==> src/verilog/cwr_pkg.sv <==
// constants shared by the clock watchdog and recovery block
package cwr_pkg;

  // register offsets on the byte-wide management port
  localparam logic [7:0] CWR_OFS_WDCTRL   = 8'h0b;
  localparam logic [7:0] CWR_OFS_CPU_LO   = 8'h0c;
  localparam logic [7:0] CWR_OFS_CPU_HI   = 8'h0d;
  localparam logic [7:0] CWR_OFS_GFX_LO   = 8'h0e;
  localparam logic [7:0] CWR_OFS_RECOV_LO = 8'h0f;
  localparam logic [7:0] CWR_OFS_OVERCLK  = 8'h10;

  // watchdog_control field positions
  localparam int CWR_WD_RECSRC  = 7;
  localparam int CWR_WD_ACTION  = 6;
  localparam int CWR_WD_SCALE   = 5;
  localparam int CWR_WD_FLAG    = 4;
  localparam int CWR_WD_TMR_HI  = 3;
  localparam int CWR_WD_TMR_LO  = 1;
  localparam int CWR_DOG_ENABLE      = 0;

  // cpu_divider_high field positions
  localparam int CWR_CPU_N8     = 7;
  localparam int CWR_CPU_M_HI   = 6;

  // overclocking support field positions
  localparam int CWR_OC_GFX_N8  = 7;
  localparam int CWR_OC_RATIO   = 6;
  localparam int CWR_OC_DYNF    = 5;
  localparam int CWR_OC_SRCPROG = 4;
  localparam int CWR_OC_GFXPROG = 3;
  localparam int CWR_OC_CPUPROG = 2;
  localparam int CWR_OC_AUTO    = 1;
  localparam int CWR_OC_SAFE_N8 = 0;

  // reset values
  localparam logic [7:0] CWR_RST_WDCTRL  = 8'h20;
  localparam logic [7:0] CWR_RST_DIVIDER = 8'h00;
  localparam logic [7:0] CWR_RST_OVERCLK = 8'h00;

  // timing
  localparam int CWR_CLK_KHZ        = 100000;
  localparam int CWR_SCALE_SHORT_MS = 294;
  localparam int CWR_SCALE_LONG_MS  = 2340;
  localparam int CWR_SHORT_CYCLES   = CWR_SCALE_SHORT_MS * CWR_CLK_KHZ;
  localparam int CWR_LONG_CYCLES    = CWR_SCALE_LONG_MS * CWR_CLK_KHZ;
  localparam int CWR_SYSTEM_RESET_OUT_CYCLES  = 16;
  localparam int CWR_UNIT_W         = 28;

  // timer states
  typedef enum logic [1:0] {
    CWR_IDLE   = 2'b00,
    CWR_COUNT  = 2'b01,
    CWR_EXPIRE = 2'b10
  } cwr_state_t;

endpackage

==> src/verilog/cwr_clock_watchdog_recovery.sv <==
// watchdog timer and frequency recovery of the clock synthesizer
// Notes on behaviour
// recovery source bit: 0 restores strapped settings, 1 restores stored nine-bit divider
// timeout asserts reset out; action 0 also reloads recovery, 1 reset only; in automatic mode code also drops cpu and graphics programming enables
// scale bit picks 294 ms (0) or 2.34 s (1) unit; powers up 1
// expiry flag set on timeout, cleared when host writes timeout field zero
// period is timeout field times unit; code 000 is test mode; the logic never starts the timer on 000 and only clears the flag
// writing enable 1 starts the timer loaded with selected period; 0 disables
// cpu programming enable selects programmed N and M dividers over hardware ones
// ratio override picks soft frequency select, else latched strap select
// graphics programming enable selects programmed nine-bit graphics N divider
// reset input or a timeout with action 0 loads recovery N; M reverts to strap value
// host stores a safe cpu divider before overclocking
// recovery divider msb lives in overclocking register bit 0, both recoveries
// autorecovery bit: 0 manual, 1 automatic
// falling edge of reset input returns every pll to safe frequency
// enabled timer counts units down; rewrite restarts; zero fires timeout
`timescale 1ns/1ps
module cwr_clock_watchdog_recovery
  import cwr_pkg::*;
#(
  parameter int SHORT_UNIT_CYCLES = CWR_SHORT_CYCLES,
  parameter int LONG_UNIT_CYCLES  = CWR_LONG_CYCLES
) (
  // clock and reset
  input  wire logic       clk,
  input  wire logic       rst_b,
  // register port
  input  wire logic [7:0] regAddr,
  input  wire logic       regWrEn,
  input  wire logic [7:0] regWrData,
  output logic      [7:0] regRdData,
  // pins and host selections
  input  wire logic       resetIn_b,
  input  wire logic [2:0] strapFreqSelect,
  input  wire logic [2:0] softFreqSelect,
  // system reset pulse
  output logic            systemResetOut,
  // cpu pll setting
  output logic            cpuFeedbackOverride,
  output logic      [8:0] cpuFeedbackDiv,
  output logic            cpuRefOverride,
  output logic      [6:0] cpuRefDiv,
  output logic      [2:0] ratioSelect,
  // graphics pll setting
  output logic            graphicsDivOverride,
  output logic      [8:0] graphicsFeedbackDiv
);

  // reset release through two flops
  logic rstSync1_q;
  logic rstSync2_q;
  always_ff @(posedge clk or negedge rst_b) begin
    if (!rst_b) begin
      rstSync1_q <= 1'b0;
      rstSync2_q <= 1'b0;
    end else begin
      rstSync1_q <= 1'b1;
      rstSync2_q <= rstSync1_q;
    end
  end
  wire rstn = rstSync2_q;

  // pin synchronisers and reset input edge stage
  logic [2:0] resetInSync_q;
  logic [2:0] strapSync1_q;
  logic [2:0] strapSync2_q;
  always_ff @(posedge clk or negedge rstn) begin
    if (!rstn) begin
      resetInSync_q <= 3'h7;
      strapSync1_q  <= 3'h0;
      strapSync2_q  <= 3'h0;
    end else begin
      resetInSync_q <= {resetInSync_q[1:0], resetIn_b};
      strapSync1_q  <= strapFreqSelect;
      strapSync2_q  <= strapSync1_q;
    end
  end
  wire resetInFall = resetInSync_q[2] & ~resetInSync_q[1];

  // strap select sampled on the first three cycles after reset release, then held
  logic [1:0] strapWait_q;
  logic [2:0] strapLatched_q;
  always_ff @(posedge clk or negedge rstn) begin
    if (!rstn) begin
      strapWait_q    <= 2'h0;
      strapLatched_q <= 3'h0;
    end else if (strapWait_q != 2'h3) begin
      strapWait_q    <= strapWait_q + 2'h1;
      strapLatched_q <= strapSync2_q;
    end
  end

  // write decode
  wire wrWd   = regWrEn && (regAddr == CWR_OFS_WDCTRL);
  wire wrCpuL = regWrEn && (regAddr == CWR_OFS_CPU_LO);
  wire wrCpuH = regWrEn && (regAddr == CWR_OFS_CPU_HI);
  wire wrGfx  = regWrEn && (regAddr == CWR_OFS_GFX_LO);
  wire wrRec  = regWrEn && (regAddr == CWR_OFS_RECOV_LO);
  wire wrOc   = regWrEn && (regAddr == CWR_OFS_OVERCLK);
  wire [2:0] wrTmrField = regWrData[CWR_WD_TMR_HI:CWR_WD_TMR_LO];

  // register storage
  logic [7:0] wdCtrl_q;
  logic [7:0] cpuLo_q;
  logic [7:0] cpuHi_q;
  logic [7:0] gfxLo_q;
  logic [7:0] recLo_q;
  logic [7:0] overclk_q;
  logic       expiryFlag_q;
  logic       expirePulse;
  logic       autoRearm;

  // host writes to divider registers
  always_ff @(posedge clk or negedge rstn) begin
    if (!rstn) begin
      cpuLo_q <= CWR_RST_DIVIDER;
      cpuHi_q <= CWR_RST_DIVIDER;
      gfxLo_q <= CWR_RST_DIVIDER;
      recLo_q <= CWR_RST_DIVIDER;
    end else begin
      if (wrCpuL) cpuLo_q <= regWrData;
      if (wrCpuH) cpuHi_q <= regWrData;
      if (wrGfx)  gfxLo_q <= regWrData;
      if (wrRec)  recLo_q <= regWrData;
    end
  end

  // overclocking register; automatic recovery drops programming enables
  always_ff @(posedge clk or negedge rstn) begin
    if (!rstn) begin
      overclk_q <= CWR_RST_OVERCLK;
    end else if (wrOc) begin
      overclk_q <= regWrData;
    end else if (autoRearm) begin
      overclk_q[CWR_OC_CPUPROG] <= 1'b0;
      overclk_q[CWR_OC_GFXPROG] <= 1'b0;
    end
  end

  // watchdog control; flag bit is kept apart and only hardware sets it
  always_ff @(posedge clk or negedge rstn) begin
    if (!rstn) begin
      wdCtrl_q <= CWR_RST_WDCTRL;
    end else if (wrWd) begin
      wdCtrl_q <= regWrData;
    end else if (expirePulse && !overclk_q[CWR_OC_AUTO]) begin
      wdCtrl_q[CWR_DOG_ENABLE] <= 1'b0; // manual mode stops after one timeout
    end
  end

  // expiry flag: a timeout in the clearing cycle wins
  always_ff @(posedge clk or negedge rstn) begin
    if (!rstn) begin
      expiryFlag_q <= 1'b0;
    end else if (expirePulse) begin
      expiryFlag_q <= 1'b1;
    end else if (wrWd && (wrTmrField == 3'h0)) begin
      expiryFlag_q <= 1'b0;
    end
  end

  // timer control
  wire        wdEnable  = wdCtrl_q[CWR_DOG_ENABLE];
  wire [2:0]  tmrField  = wdCtrl_q[CWR_WD_TMR_HI:CWR_WD_TMR_LO];
  wire        startWr   = wrWd && regWrData[CWR_DOG_ENABLE] && (wrTmrField != 3'h0);
  wire        stopWr    = wrWd && !regWrData[CWR_DOG_ENABLE];
  wire        useLong   = wrWd ? regWrData[CWR_WD_SCALE] : wdCtrl_q[CWR_WD_SCALE];

  // one base unit in cycles less one, for the selected scale
  function automatic logic [CWR_UNIT_W-1:0] unitLoad(input logic longScale);
    int cycles;
    cycles   = longScale ? LONG_UNIT_CYCLES : SHORT_UNIT_CYCLES;
    unitLoad = CWR_UNIT_W'(cycles - 1);
  endfunction

  cwr_state_t              state_q;
  cwr_state_t              state_d;
  logic [CWR_UNIT_W-1:0]   unitCnt_q;
  logic [2:0]              unitsLeft_q;
  wire                     unitDone = (unitCnt_q == '0);
  wire                     lastUnit = (unitsLeft_q == 3'h1);

  // timer next state
  always_comb begin
    state_d = state_q;
    case (state_q)
      CWR_IDLE:   if (startWr) state_d = CWR_COUNT;
      CWR_COUNT: begin
        if (stopWr)                      state_d = CWR_IDLE;
        else if (startWr)                state_d = CWR_COUNT;
        else if (unitDone && lastUnit)   state_d = CWR_EXPIRE;
      end
      CWR_EXPIRE: begin
        if (startWr || (overclk_q[CWR_OC_AUTO] && wdEnable && tmrField != 3'h0)) begin
          state_d = CWR_COUNT;
        end else begin
          state_d = CWR_IDLE;
        end
      end
      default:    state_d = CWR_IDLE;
    endcase
  end

  assign expirePulse = (state_q == CWR_EXPIRE);
  assign autoRearm   = expirePulse && overclk_q[CWR_OC_AUTO];
  wire   reloadTimer = startWr || (expirePulse && state_d == CWR_COUNT);

  // base unit and unit countdown
  always_ff @(posedge clk or negedge rstn) begin
    if (!rstn) begin
      state_q     <= CWR_IDLE;
      unitCnt_q   <= '0;
      unitsLeft_q <= 3'h0;
    end else begin
      state_q <= state_d;
      if (reloadTimer) begin
        unitCnt_q   <= unitLoad(useLong);
        unitsLeft_q <= wrWd ? wrTmrField : tmrField;
      end else if (state_q == CWR_COUNT) begin
        if (unitDone) begin
          unitCnt_q   <= unitLoad(useLong);
          unitsLeft_q <= unitsLeft_q - 3'h1;
        end else begin
          unitCnt_q <= unitCnt_q - CWR_UNIT_W'(1);
        end
      end
    end
  end

  // system reset pulse width
  logic [4:0] sresetCnt_q;
  always_ff @(posedge clk or negedge rstn) begin
    if (!rstn) begin
      sresetCnt_q <= 5'h0;
    end else if (expirePulse) begin
      sresetCnt_q <= 5'(CWR_SYSTEM_RESET_OUT_CYCLES);
    end else if (sresetCnt_q != 5'h0) begin
      sresetCnt_q <= sresetCnt_q - 5'h1;
    end
  end

  // recovery state, entered by reset input or a reloading timeout
  logic recovering_q;
  wire  recoverSet = resetInFall || (expirePulse && !wdCtrl_q[CWR_WD_ACTION]);
  always_ff @(posedge clk or negedge rstn) begin
    if (!rstn) begin
      recovering_q <= 1'b0;
    end else if (recoverSet) begin
      recovering_q <= 1'b1;
    end else if (wrOc) begin
      recovering_q <= 1'b0; // host reprograms to leave recovery
    end
  end

  // effective pll settings
  wire [8:0] progN    = {cpuHi_q[CWR_CPU_N8], cpuLo_q};
  wire [6:0] progM    = cpuHi_q[CWR_CPU_M_HI:0];
  wire [8:0] safeN    = {overclk_q[CWR_OC_SAFE_N8], recLo_q};
  wire [8:0] gfxN     = {overclk_q[CWR_OC_GFX_N8], gfxLo_q};
  wire       cpuProg  = overclk_q[CWR_OC_CPUPROG];
  wire       recSrc   = wdCtrl_q[CWR_WD_RECSRC];
  wire       nOvr_d   = recovering_q ? recSrc : cpuProg;
  wire [8:0] nVal_d   = recovering_q ? safeN : progN;
  wire       mOvr_d   = !recovering_q && cpuProg;
  wire       gOvr_d   = !recovering_q && overclk_q[CWR_OC_GFXPROG];
  wire       ratioSw  = !recovering_q && overclk_q[CWR_OC_RATIO];
  wire [2:0] ratio_d  = ratioSw ? softFreqSelect : strapLatched_q;

  // read mux
  logic [7:0] rdMux;
  always_comb begin
    case (regAddr)
      CWR_OFS_WDCTRL:   rdMux = {wdCtrl_q[7:5], expiryFlag_q, wdCtrl_q[3:0]};
      CWR_OFS_CPU_LO:   rdMux = cpuLo_q;
      CWR_OFS_CPU_HI:   rdMux = cpuHi_q;
      CWR_OFS_GFX_LO:   rdMux = gfxLo_q;
      CWR_OFS_RECOV_LO: rdMux = recLo_q;
      CWR_OFS_OVERCLK:  rdMux = overclk_q;
      default:          rdMux = 8'h00;
    endcase
  end

  // output flops
  always_ff @(posedge clk or negedge rstn) begin
    if (!rstn) begin
      regRdData           <= 8'h00;
      systemResetOut      <= 1'b0;
      cpuFeedbackOverride <= 1'b0;
      cpuFeedbackDiv      <= 9'h000;
      cpuRefOverride      <= 1'b0;
      cpuRefDiv           <= 7'h00;
      ratioSelect         <= 3'h0;
      graphicsDivOverride <= 1'b0;
      graphicsFeedbackDiv <= 9'h000;
    end else begin
      regRdData           <= rdMux;
      systemResetOut      <= (sresetCnt_q != 5'h0);
      cpuFeedbackOverride <= nOvr_d;
      cpuFeedbackDiv      <= nVal_d;
      cpuRefOverride      <= mOvr_d;
      cpuRefDiv           <= progM;
      ratioSelect         <= ratio_d;
      graphicsDivOverride <= gOvr_d;
      graphicsFeedbackDiv <= gfxN;
    end
  end

endmodule

==> config.mk <==
export PLATFORM = sky130hd
export DESIGN_NAME = cwr_clock_watchdog_recovery
export DESIGN_NICKNAME = d
export VERILOG_FILES = /design/src/verilog/cwr_pkg.sv /design/src/verilog/cwr_clock_watchdog_recovery.sv
export SDC_FILE = /design/constraint.sdc
export NUM_CORES = 1
export LEC_CHECK = 0
export ABC_AREA = 0
export ABC_CLOCK_PERIOD_IN_PS = 5400
export BUFFER_PORTS_ARGS = -buffer_cell sky130_fd_sc_hd__buf_2
export CORE_MARGIN = 2
export CORE_UTILIZATION = 40
export CTS_BUF_LIST = sky130_fd_sc_hd__clkbuf_8
export CTS_CLUSTER_DIAMETER = 50
export CTS_CLUSTER_SIZE = 40
export DETAILED_ROUTE_END_ITERATION = 6
export GPL_TIMING_DRIVEN = 1
export PLACE_DENSITY = 0.57
export SETUP_SLACK_MARGIN = 0.1
export SYNTH_ARGS = -nofsm -noshare
export SYNTH_HDL_FRONTEND = slang
export SYNTH_SLANG_ARGS = --single-unit
export TNS_END_PERCENT = 5
==> constraint.sdc <==
create_clock -name clk -period 5.4 [get_ports clk]
set_input_delay 0.27 -clock clk [delete_from_list [all_inputs] [get_ports clk]]
set_output_delay 0.27 -clock clk [all_outputs]
set_load 0.01 [all_outputs]
=== Word-level counts from Yosys, hierarchy flattened ===
Cells that the tools add are included.

* Register bits after elaboration: 144
* Output and inout port bits: 40
* Word-level logic and storage cells: 118

* Add/sub/neg operators: 5
* Equal/unequal tests: 11
* Muxes and demuxes: 29
* Bitwise logic cells: 2
* Reductions and logical operators: 41

{| class="wikitable"
|+ Operators with widths
! kind !! number
|-
| 28-bit 2-to-1 mux || 4
|-
| 28-bit by 1-bit subtractor with 28-bit output (second input constant) || 2
|-
| 8-bit case mux with 6 select lines || 1
|-
| 8-bit by 4-bit equality test with 1-bit output (second input constant) || 5
|-
| 28-bit zero test || 1
|-
| 1-bit logical AND || 20
|-
| 3-bit 2-to-1 mux || 5
|-
| 2-bit nonzero test || 7
|-
| 2-bit 2-to-1 mux || 6
|-
| 5-bit 2-to-1 mux || 2
|-
| 1-bit 2-to-1 mux || 9
|-
| 9-bit 2-to-1 mux || 1
|-
| 8-bit by 5-bit equality test with 1-bit output (second input constant) || 1
|-
| 2-bit case mux with 3 select lines || 1
|-
| 3-bit nonzero test || 2
|-
| 5-bit nonzero test || 1
|-
| 5-bit by 1-bit subtractor with 5-bit output (second input constant) || 1
|-
| 2-bit by 1-bit equality test with 1-bit output (second input constant) || 2
|-
| 1-bit zero test || 4
|-
| 3-bit by 1-bit equality test with 1-bit output (second input constant) || 1
|-
| 3-bit zero test || 1
|-
| 1-bit logical OR || 3
|-
| 3-bit by 1-bit subtractor with 3-bit output (second input constant) || 1
|-
| 2-bit by 1-bit adder with 2-bit output (second input constant) || 1
|-
| 6 further kinds || 6
|}

=== Logic depth before layout (Yosys ltp) ===
Gate-level depths: netlist (run 1).

* Depth after elaboration: 12
* Gate-level depth with buffers: 9
* Depth with buffers taken out: 8

=== Worst setup path after synthesis (run 1) ===
Ideal clock, no wire load.

* Path type: register to register
* From: register unitCnt_q[13]
* To: register unitCnt_q[17]
* Library setup time: 96 ps
* Arrival time: 2408 ps
* Setup slack: 2896 ps
* Cell stages (with the launch flop): 8
* Buffers on the path: 2
* Cell sequence: dfrtp_1 or4_4 or3_1 buf_6 or4_4 and3_4 buf_6 a311oi_2

* Cells in the longest elaborated chain, start to end: 10
* Elaborated cells between the ends (all ways): 14
* Those cells by class: add/sub: 1; eq/ne: 1; mux: 7; reduce/logical: 5

{| class="wikitable"
|+ RTL lines
! item !! line !! RTL
|-
| start: declaration || cwr_clock_watchdog_recovery.sv:179 || <nowiki>logic [CWR_UNIT_W-1:0] unitCnt_q;</nowiki>
|-
| start signal: assignment || cwr_clock_watchdog_recovery.sv:218 || <nowiki>unitCnt_q <= unitLoad(useLong);</nowiki>
|-
| start signal: assignment || cwr_clock_watchdog_recovery.sv:222 || <nowiki>unitCnt_q <= unitLoad(useLong);</nowiki>
|-
| start signal: assignment || cwr_clock_watchdog_recovery.sv:225 || <nowiki>unitCnt_q <= unitCnt_q - CWR_UNIT_W'(1);</nowiki>
|-
| 28-bit zero test || cwr_clock_watchdog_recovery.sv:181 || <nowiki>wire unitDone = (unitCnt_q == '0);</nowiki>
|-
| 1-bit logical AND || cwr_clock_watchdog_recovery.sv:192 || <nowiki>else if (unitDone && lastUnit) state_d = CWR_EXPIRE;</nowiki>
|-
| 2-bit 2-to-1 mux || cwr_clock_watchdog_recovery.sv:192 ||
|-
| 2-bit 2-to-1 mux || cwr_clock_watchdog_recovery.sv:191 || <nowiki>else if (startWr) state_d = CWR_COUNT;</nowiki>
|-
| 2-bit 2-to-1 mux || cwr_clock_watchdog_recovery.sv:190 || <nowiki>if (stopWr) state_d = CWR_IDLE;</nowiki>
|-
| 2-bit case mux with 3 select lines || cwr_clock_watchdog_recovery.sv:187 || <nowiki>case (state_q)</nowiki>
|-
| 2-bit by 1-bit equality test with 1-bit output || cwr_clock_watchdog_recovery.sv:207 || <nowiki>wire reloadTimer = startWr || (expirePulse && state_d == CWR_COUNT);</nowiki>
|-
| 1-bit logical AND || cwr_clock_watchdog_recovery.sv:207 ||
|-
| 1-bit logical OR || cwr_clock_watchdog_recovery.sv:207 ||
|-
| 28-bit 2-to-1 mux or 2-bit nonzero test (tied branches) || - ||
|}

Parallel ways exist; a longest one is shown, timed or not. The select of a mux whose other input is x is not followed.
A chain may end at the register's enable or synchronous reset.

=== Worst setup path after layout (run 1) ===
* From: register unitCnt_q[13]
* To: register unitCnt_q[27]

Same word-level chain as after synthesis.

==> out/metrics.cfg, run 1 <==
[setup_path]
startpoint_type=flip-flop
regToRegStartpoint=unitCnt_q[13]$_DFFE_PN0P_
worstPathMaxFanout=14
critPathArrivalTime_ps=3530
regToRegSetupSlack_ps=2160
path_class=reg -> reg
endpoint_kind=flip-flop
cp_data_required_time_ps=5700
reg2reg_depth=6
r2r_end=unitCnt_q[27]$_DFFE_PN0P_

[floorplan]
initial_core_util=0.412
dieArea_mm2=0.0161
coreArea_mm2=0.0146
die_w_um=127
rows=44
die_h_um=127
num_io_pins=66

[cts]
cts_buffers=17
root_buffer=clkbuf_8
clk_pin_slew_ps=70
clk_latency_ps=440
clk_path_buf_depth=2
ctsResizeCount=0
ctsHoldBuffers=5
clock-sinks=143
cts_tree=built
postCtsSetupBuffers=0
cts_max_level=4

[routing]
antenna_left=0
drtIter0Drc=395
drt_drc_violations_left=0
drt-pass1-iter-count=5
wirelength_um=12700
vias=4019
avgViaCountPerCell=5.30
wl_per_cell_um=16.7

[logic_synthesis]
ys_ff_latch=143
synthArstFlopShare=1.00
netlist_area_mm2=0.00603
synth_cell_types=56
synth_edf_count=0
ys.flop_type=dfrtp_1
seq_area_frac_synth=0.594
avgSynthCellArea_um2=12.2
syn-num-nets=526
synthCells=494
yosys_warnings=0

[status]
status=finished, final reports clean

[finish]
drive_above_1_share=0.289
syn_to_final_growth_pct=15.9
antenna_cells=0
nNetsFinal=594
finish.instance_area_mm2=0.00699
regArea_mm2=0.00359
multiInputGateArea_mm2=0.00230
n_fill_cell=1334

[timing]
finalSetupTns_ps=0
layout_min_cycle_time_ps=3240
hold_violations=0
fin_crit_sh=0.599
fin_worst_skew_ps=12.0
max_freq_ghz=0.309
slew_headroom=0.363
rsz0062_at_grt=false
fin_ws_ps=2160
tightest_slew_ps=956
hold_ws_ps=65.8
finalMaxSlewViolations=0
setup_viol_count_final=0

[placed_design]
io_buffers=65
dp_slack_ps=2190
gp_congestion=0.830
dp_hpwl_um=8690
dpl-instance-area_mm2=0.00650

[worst_hold_path]
min_path_cells=2
hp-class=in -> reg
hold-path-endpoint=ratioSelect[1]$_DFF_PN0_
hp-start=softFreqSelect[1]

[run]
drv_cap=0

[grt]
antenna_found_initial=0
grt_usage=0.170
grt_overflow_total=0
grt_pass1_vias=4096
grt_max_degree=77
grt_pass1_wl_um=21400

[pwr]
power.density_mw_per_mm2=315
peakVddDrop_v=0.000211
leakage_uw=0.00334

flip-flops by register name, summed over array words and instances, names as in the netlist, 5 cells and up:
name	flops
cpuFeedbackDiv	9
cpuHi_q	8
cpuLo_q	8
cpuRefDiv	7
gfxLo_q	8
graphicsFeedbackDiv	9
overclk_q	8
recLo_q	8
regRdData	8
sresetCnt_q	5
unitCnt_q	28
wdCtrl_q	7
power by group:
group | internal, uW | switching [uW] | leakage, uW | total [uW]
Combinational | 54.6 | 67.9 | 0.00126 | 122
Clock | 542 | 389 | 0.000234 | 930
Sequential | 1120 | 35.7 | 0.00184 | 1150
layer usage:
layer,track usage,vias to the layer above,part of all wire
met5,0,-,0
met1,0.236,2024,0.48
met4,0.0498,0,0.010
li1,-,1895,-
met2,0.264,90,0.47
met3,0.0447,10,0.038
cell families (layout without fill, tap and decap cells):
group,count (synthesis),after routing,share of synthesized area
AND/OR/NAND/NOR,164,164,0.141
flip-flops,143,143,0.594
AO/OA/AOI/OAI,65,65,0.0724
multiplexers,59,59,0.125
buffers and inverters,36,117,0.0251
XOR/XNOR,20,20,0.0290
adder cells (fa/ha/maj),6,6,0.0124
other,1,1,0.000622
final cells by class:
cell class | instances | area share
clock inverters | 15 | 0.0293
multi-input cells | 315 | 0.329
flip-flops and latches | 143 | 0.513
clock buffers | 17 | 0.0335
inverters | 13 | 0.00698
well taps | 184 | 0.0329
repair buffers | 72 | 0.0558
through the flow:
stage                util  total power (uW)  instances
detailed placement  0.444              1290        722
CTS                 0.478              2240        759
floorplan               -              1240        494
global route        0.478              2300        759
finish              0.478              2200        759
global placement    0.444              1290        722
synthesized netlist by cell type, types with 5 or more instances:
master / number / area, um2
a22oi_1: 7 / 52.6
nor4_1: 6 / 37.5
nand2_1: 53 / 199
mux2_2: 48 / 541
xor2_1: 15 / 131
nor3_1: 16 / 80.1
dfrtp_1: 139 / 3480
clkbuf_1: 17 / 63.8
a21oi_1: 12 / 60.1
nand3_1: 19 / 95.1
nor2_1: 28 / 105
ha_1: 6 / 75.1
o21ai_0: 20 / 100
inv_1: 13 / 48.8
mux4_2: 8 / 180
xnor2_1: 5 / 43.8
nand4_1: 7 / 43.8
critical path: stages, from the launching register on:
cell and delay [ps]:
dfrtp_1 420, or4_4 580, or3_1 450, nor4_4 710, a21oi_1 440, nor2_2 410
a21oi_1 90
cell usage in the layout (no fill, tap or decap), types with 3 or more instances in the layout:
master,Yosys,layout
buf_2,1,65
xnor2_1,5,5
o21ai_0,20,20
bufinv_16,0,5
clkinv_2,0,3
nor2b_1,4,4
inv_1,13,17
dlygate4sd3_1,0,5
a211oi_1,3,3
dfstp_2,4,4
or3_1,4,4
nor2_1,28,28
nand4b_1,4,4
a21oi_1,12,12
nand3_1,19,19
xor2_1,15,15
ha_1,6,6
mux4_2,8,8
and4b_1,4,4
dfrtp_1,139,138
nand4_1,7,7
or4_4,4,4
a311oi_2,3,3
nor3_1,16,16
nand2b_1,4,4
nor4_1,6,6
clkbuf_8,0,17
o21a_1,4,4
nand2_1,53,53
a22oi_1,7,7
mux2_2,48,48
worst max-delay path by stage:
| stage | start | to | slack, ps |
|---|---|---|---|
| global route | unitCnt_q[13]$_DFFE_PN0P_ | unitCnt_q[10]$_DFFE_PN0P_ | 1960 |
| detailed placement | unitCnt_q[13]$_DFFE_PN0P_ | unitCnt_q[26]$_DFFE_PN0P_ | 2190 |
| finish | unitCnt_q[13]$_DFFE_PN0P_ | unitCnt_q[27]$_DFFE_PN0P_ | 2160 |
| floorplan | rstSync2_q$_DFF_PN0_ | cpuFeedbackDiv[0]$_DFF_PN0_ | 1130 |
| CTS | unitCnt_q[13]$_DFFE_PN0P_ | unitCnt_q[27]$_DFFE_PN0P_ | 2150 |
| global placement | unitCnt_q[13]$_DFFE_PN0P_ | unitCnt_q[10]$_DFFE_PN0P_ | 2320 |
No activity file was read; power rests on OpenSTA's default activity.
==> run 2, diff against run 1 <==
ABC_CLOCK_PERIOD_IN_PS = 2650   (was 5400)
PLACE_DENSITY = 0.59   (was 0.57)
clock period = 2.65 ns   (was 5.4 ns; I/O delays follow)
==> run 2 against run 1 <==
  * Sequential power grew 100%
  * Fmax grew 25%
  * Register-to-register slack lost 2100 ps
  * Sequential cell count is the same
  * Largest cell class unchanged
  * Sequential share of layout area shrank 2.3 points
  * Combinational power grew 130%
  * Clock skew shrank 6.1 ps
  * Worst hold slack lost 42 ps
  * Utilization grew 2.2 points
  * Largest power group unchanged
  * Die area is the same
  * Critical path depth grew 2
==> out/metrics.cfg, run 2 (synthesized netlist as in run 1, its figures left out) <==
[finish]
final_common_cell=dfrtp_1
syn_to_final_growth_pct=21.3
largest_reg_flops=28
reg_top3=unitCnt_q x28, cpuFeedbackDiv x9, graphicsFeedbackDiv x9
finalNonFillerCells=796
final_cell_mix=dfrtp_1, buf_2, nand2_1
n_fill_cell=1307
drive_above_1_share=0.332
nNetsFinal=631
final_core_util=0.500
antenna_cells=0
top_register=unitCnt_q

[cts]
cts_buffers=17
cts_tree=built
clk_latency_ps=450
root_buffer=clkbuf_8
clock-sinks=143
cts_max_level=4
clk_pin_slew_ps=80
clk_path_buf_depth=2

[setup_path]
startpoint_type=flip-flop
crit_chain=or4_4, or4_4, nor4_4, buf_4, a21oi_4, nor2_2, buf_6, a21oi_2
crit_family=simple AND/OR/NAND/NOR gates
endpoint_kind=flip-flop
cp_data_required_time_ps=2960
critPathArrivalTime_ps=2900
crit_path_frequent_cell=or4_4
slowest_delay_ps=550
slowest_stage=or4_4
cp.buffers_inverters=2
path_class=reg -> reg
worstPathMaxFanout=7

[routing]
wirelength_um=13400
antenna_left=0
drt_drc_violations_left=0
vias=4240
avgViaCountPerCell=5.33
drt-pass1-iter-count=5
drtIter0Drc=382
wl_per_cell_um=16.9

[placed_design]
dp_slack_ps=114
dp_hpwl_um=8910
dp_cells=741
gp_congestion=0.839
io_buffers=65

[floorplan]
num_io_pins=66
die_h_um=127
die_w_um=127
dieArea_mm2=0.0161
rows=44
coreArea_mm2=0.0146
initial_core_util=0.412

[grt]
grt_pass1_wl_um=22200
grt_pass1_vias=4313
grt_overflow_total=0
antenna_found_initial=0
grt_usage=0.176
grt_max_degree=51

[timing]
hold_ws_ps=24.0
fin_ws_ps=62.1
tightest_slew_ps=657
fin_worst_skew_ps=5.88
rsz0062_at_grt=true
slew_headroom=0.562
fin_crit_sh=0.977
layout_min_cycle_time_ps=2590
finalMaxSlewViolations=0
setup_viol_count_final=0
max_freq_ghz=0.386
hold_violations=0

[pwr]
peakVddDrop_v=0.000537
power.density_mw_per_mm2=601
leakage_uw=0.00349

[worst_hold_path]
hp-class=in -> reg

[run]
drv_cap=0

[status]
status=finished, final reports clean

[run 2: metal layers]
metal / share of wire / wire [um] / vias to the layer above / track usage
met5: 0 / 0 / - / 0
met4: 0.014 / 193 / 0 / 0.0582
met3: 0.047 / 629 / 19 / 0.0456
met2: 0.47 / 6320 / 122 / 0.270
met1: 0.47 / 6270 / 2127 / 0.245
li1: - / - / 1972 / -
[run 2: path summary, 6_finish.rpt]
check	startpoint	end	slack (ps)	depth (start not counted)
setup / recovery	unitCnt_q[23]$_DFFE_PN0P_	unitCnt_q[26]$_DFFE_PN0P_	60	8
setup reg to reg	unitCnt_q[23]$_DFFE_PN0P_	unitCnt_q[26]$_DFFE_PN0P_	60	8
max in group asynchronous	rstSync2_q$_DFF_PN0_	cpuLo_q[5]$_DFFE_PN0P_	1520	1
min in group asynchronous	rstSync2_q$_DFF_PN0_	unitCnt_q[2]$_DFFE_PN0P_	360	0
hold / removal	regWrData[6]	recLo_q[6]$_DFFE_PN0P_	20	2
hold reg to reg	resetInSync_q[0]$_DFF_PN1_	resetInSync_q[1]$_DFF_PN1_	350	0
[run 2: layout make-up]
cell class	count	area, um2	area share
Timing Repair Buffer	109	711	0.0971
Clock inverter	15	171	0.0234
Multi-Input combinational cell	315	2340	0.319
Inverter	13	48.8	0.00667
Sequential cell	143	3590	0.490
Clock buffer	17	234	0.0320
Tap cell	184	230	0.0315
[run 2: power by group]
part / leakage (uW) / switching (uW) / internal [uW] / total, uW
combinational: 0.00145 / 150 / 132 / 283
clock: 0.000197 / 848 / 923 / 1770
sequential: 0.00184 / 72.8 / 2270 / 2340
total: 0.00349 / 1070 / 3330 / 4400
[run 2: repair_timing]
| item | CTS | global route |
|---|---|---|
| gates cloned | 0 | 1 |
| resized for setup | 1 | 10 |
| endpoints found under the setup margin | 1 | 12 |
| pin swaps | 0 | 6 |
| endpoints found under the hold margin | 21 | 1 |
| setup buffers | 1 | 6 |
| hold buffers | 14 | 1 |
[run 2: metrics by stage]
stage	setup TNS [ps]	cell area (um2)	total power (uW)
after floorplan	0	6030	2530
after global placement	0	6660	2640
after detailed placement	0	6660	2640
after CTS	0	7220	4440
after global routing	-133	7320	4580
final	0	7320	4400
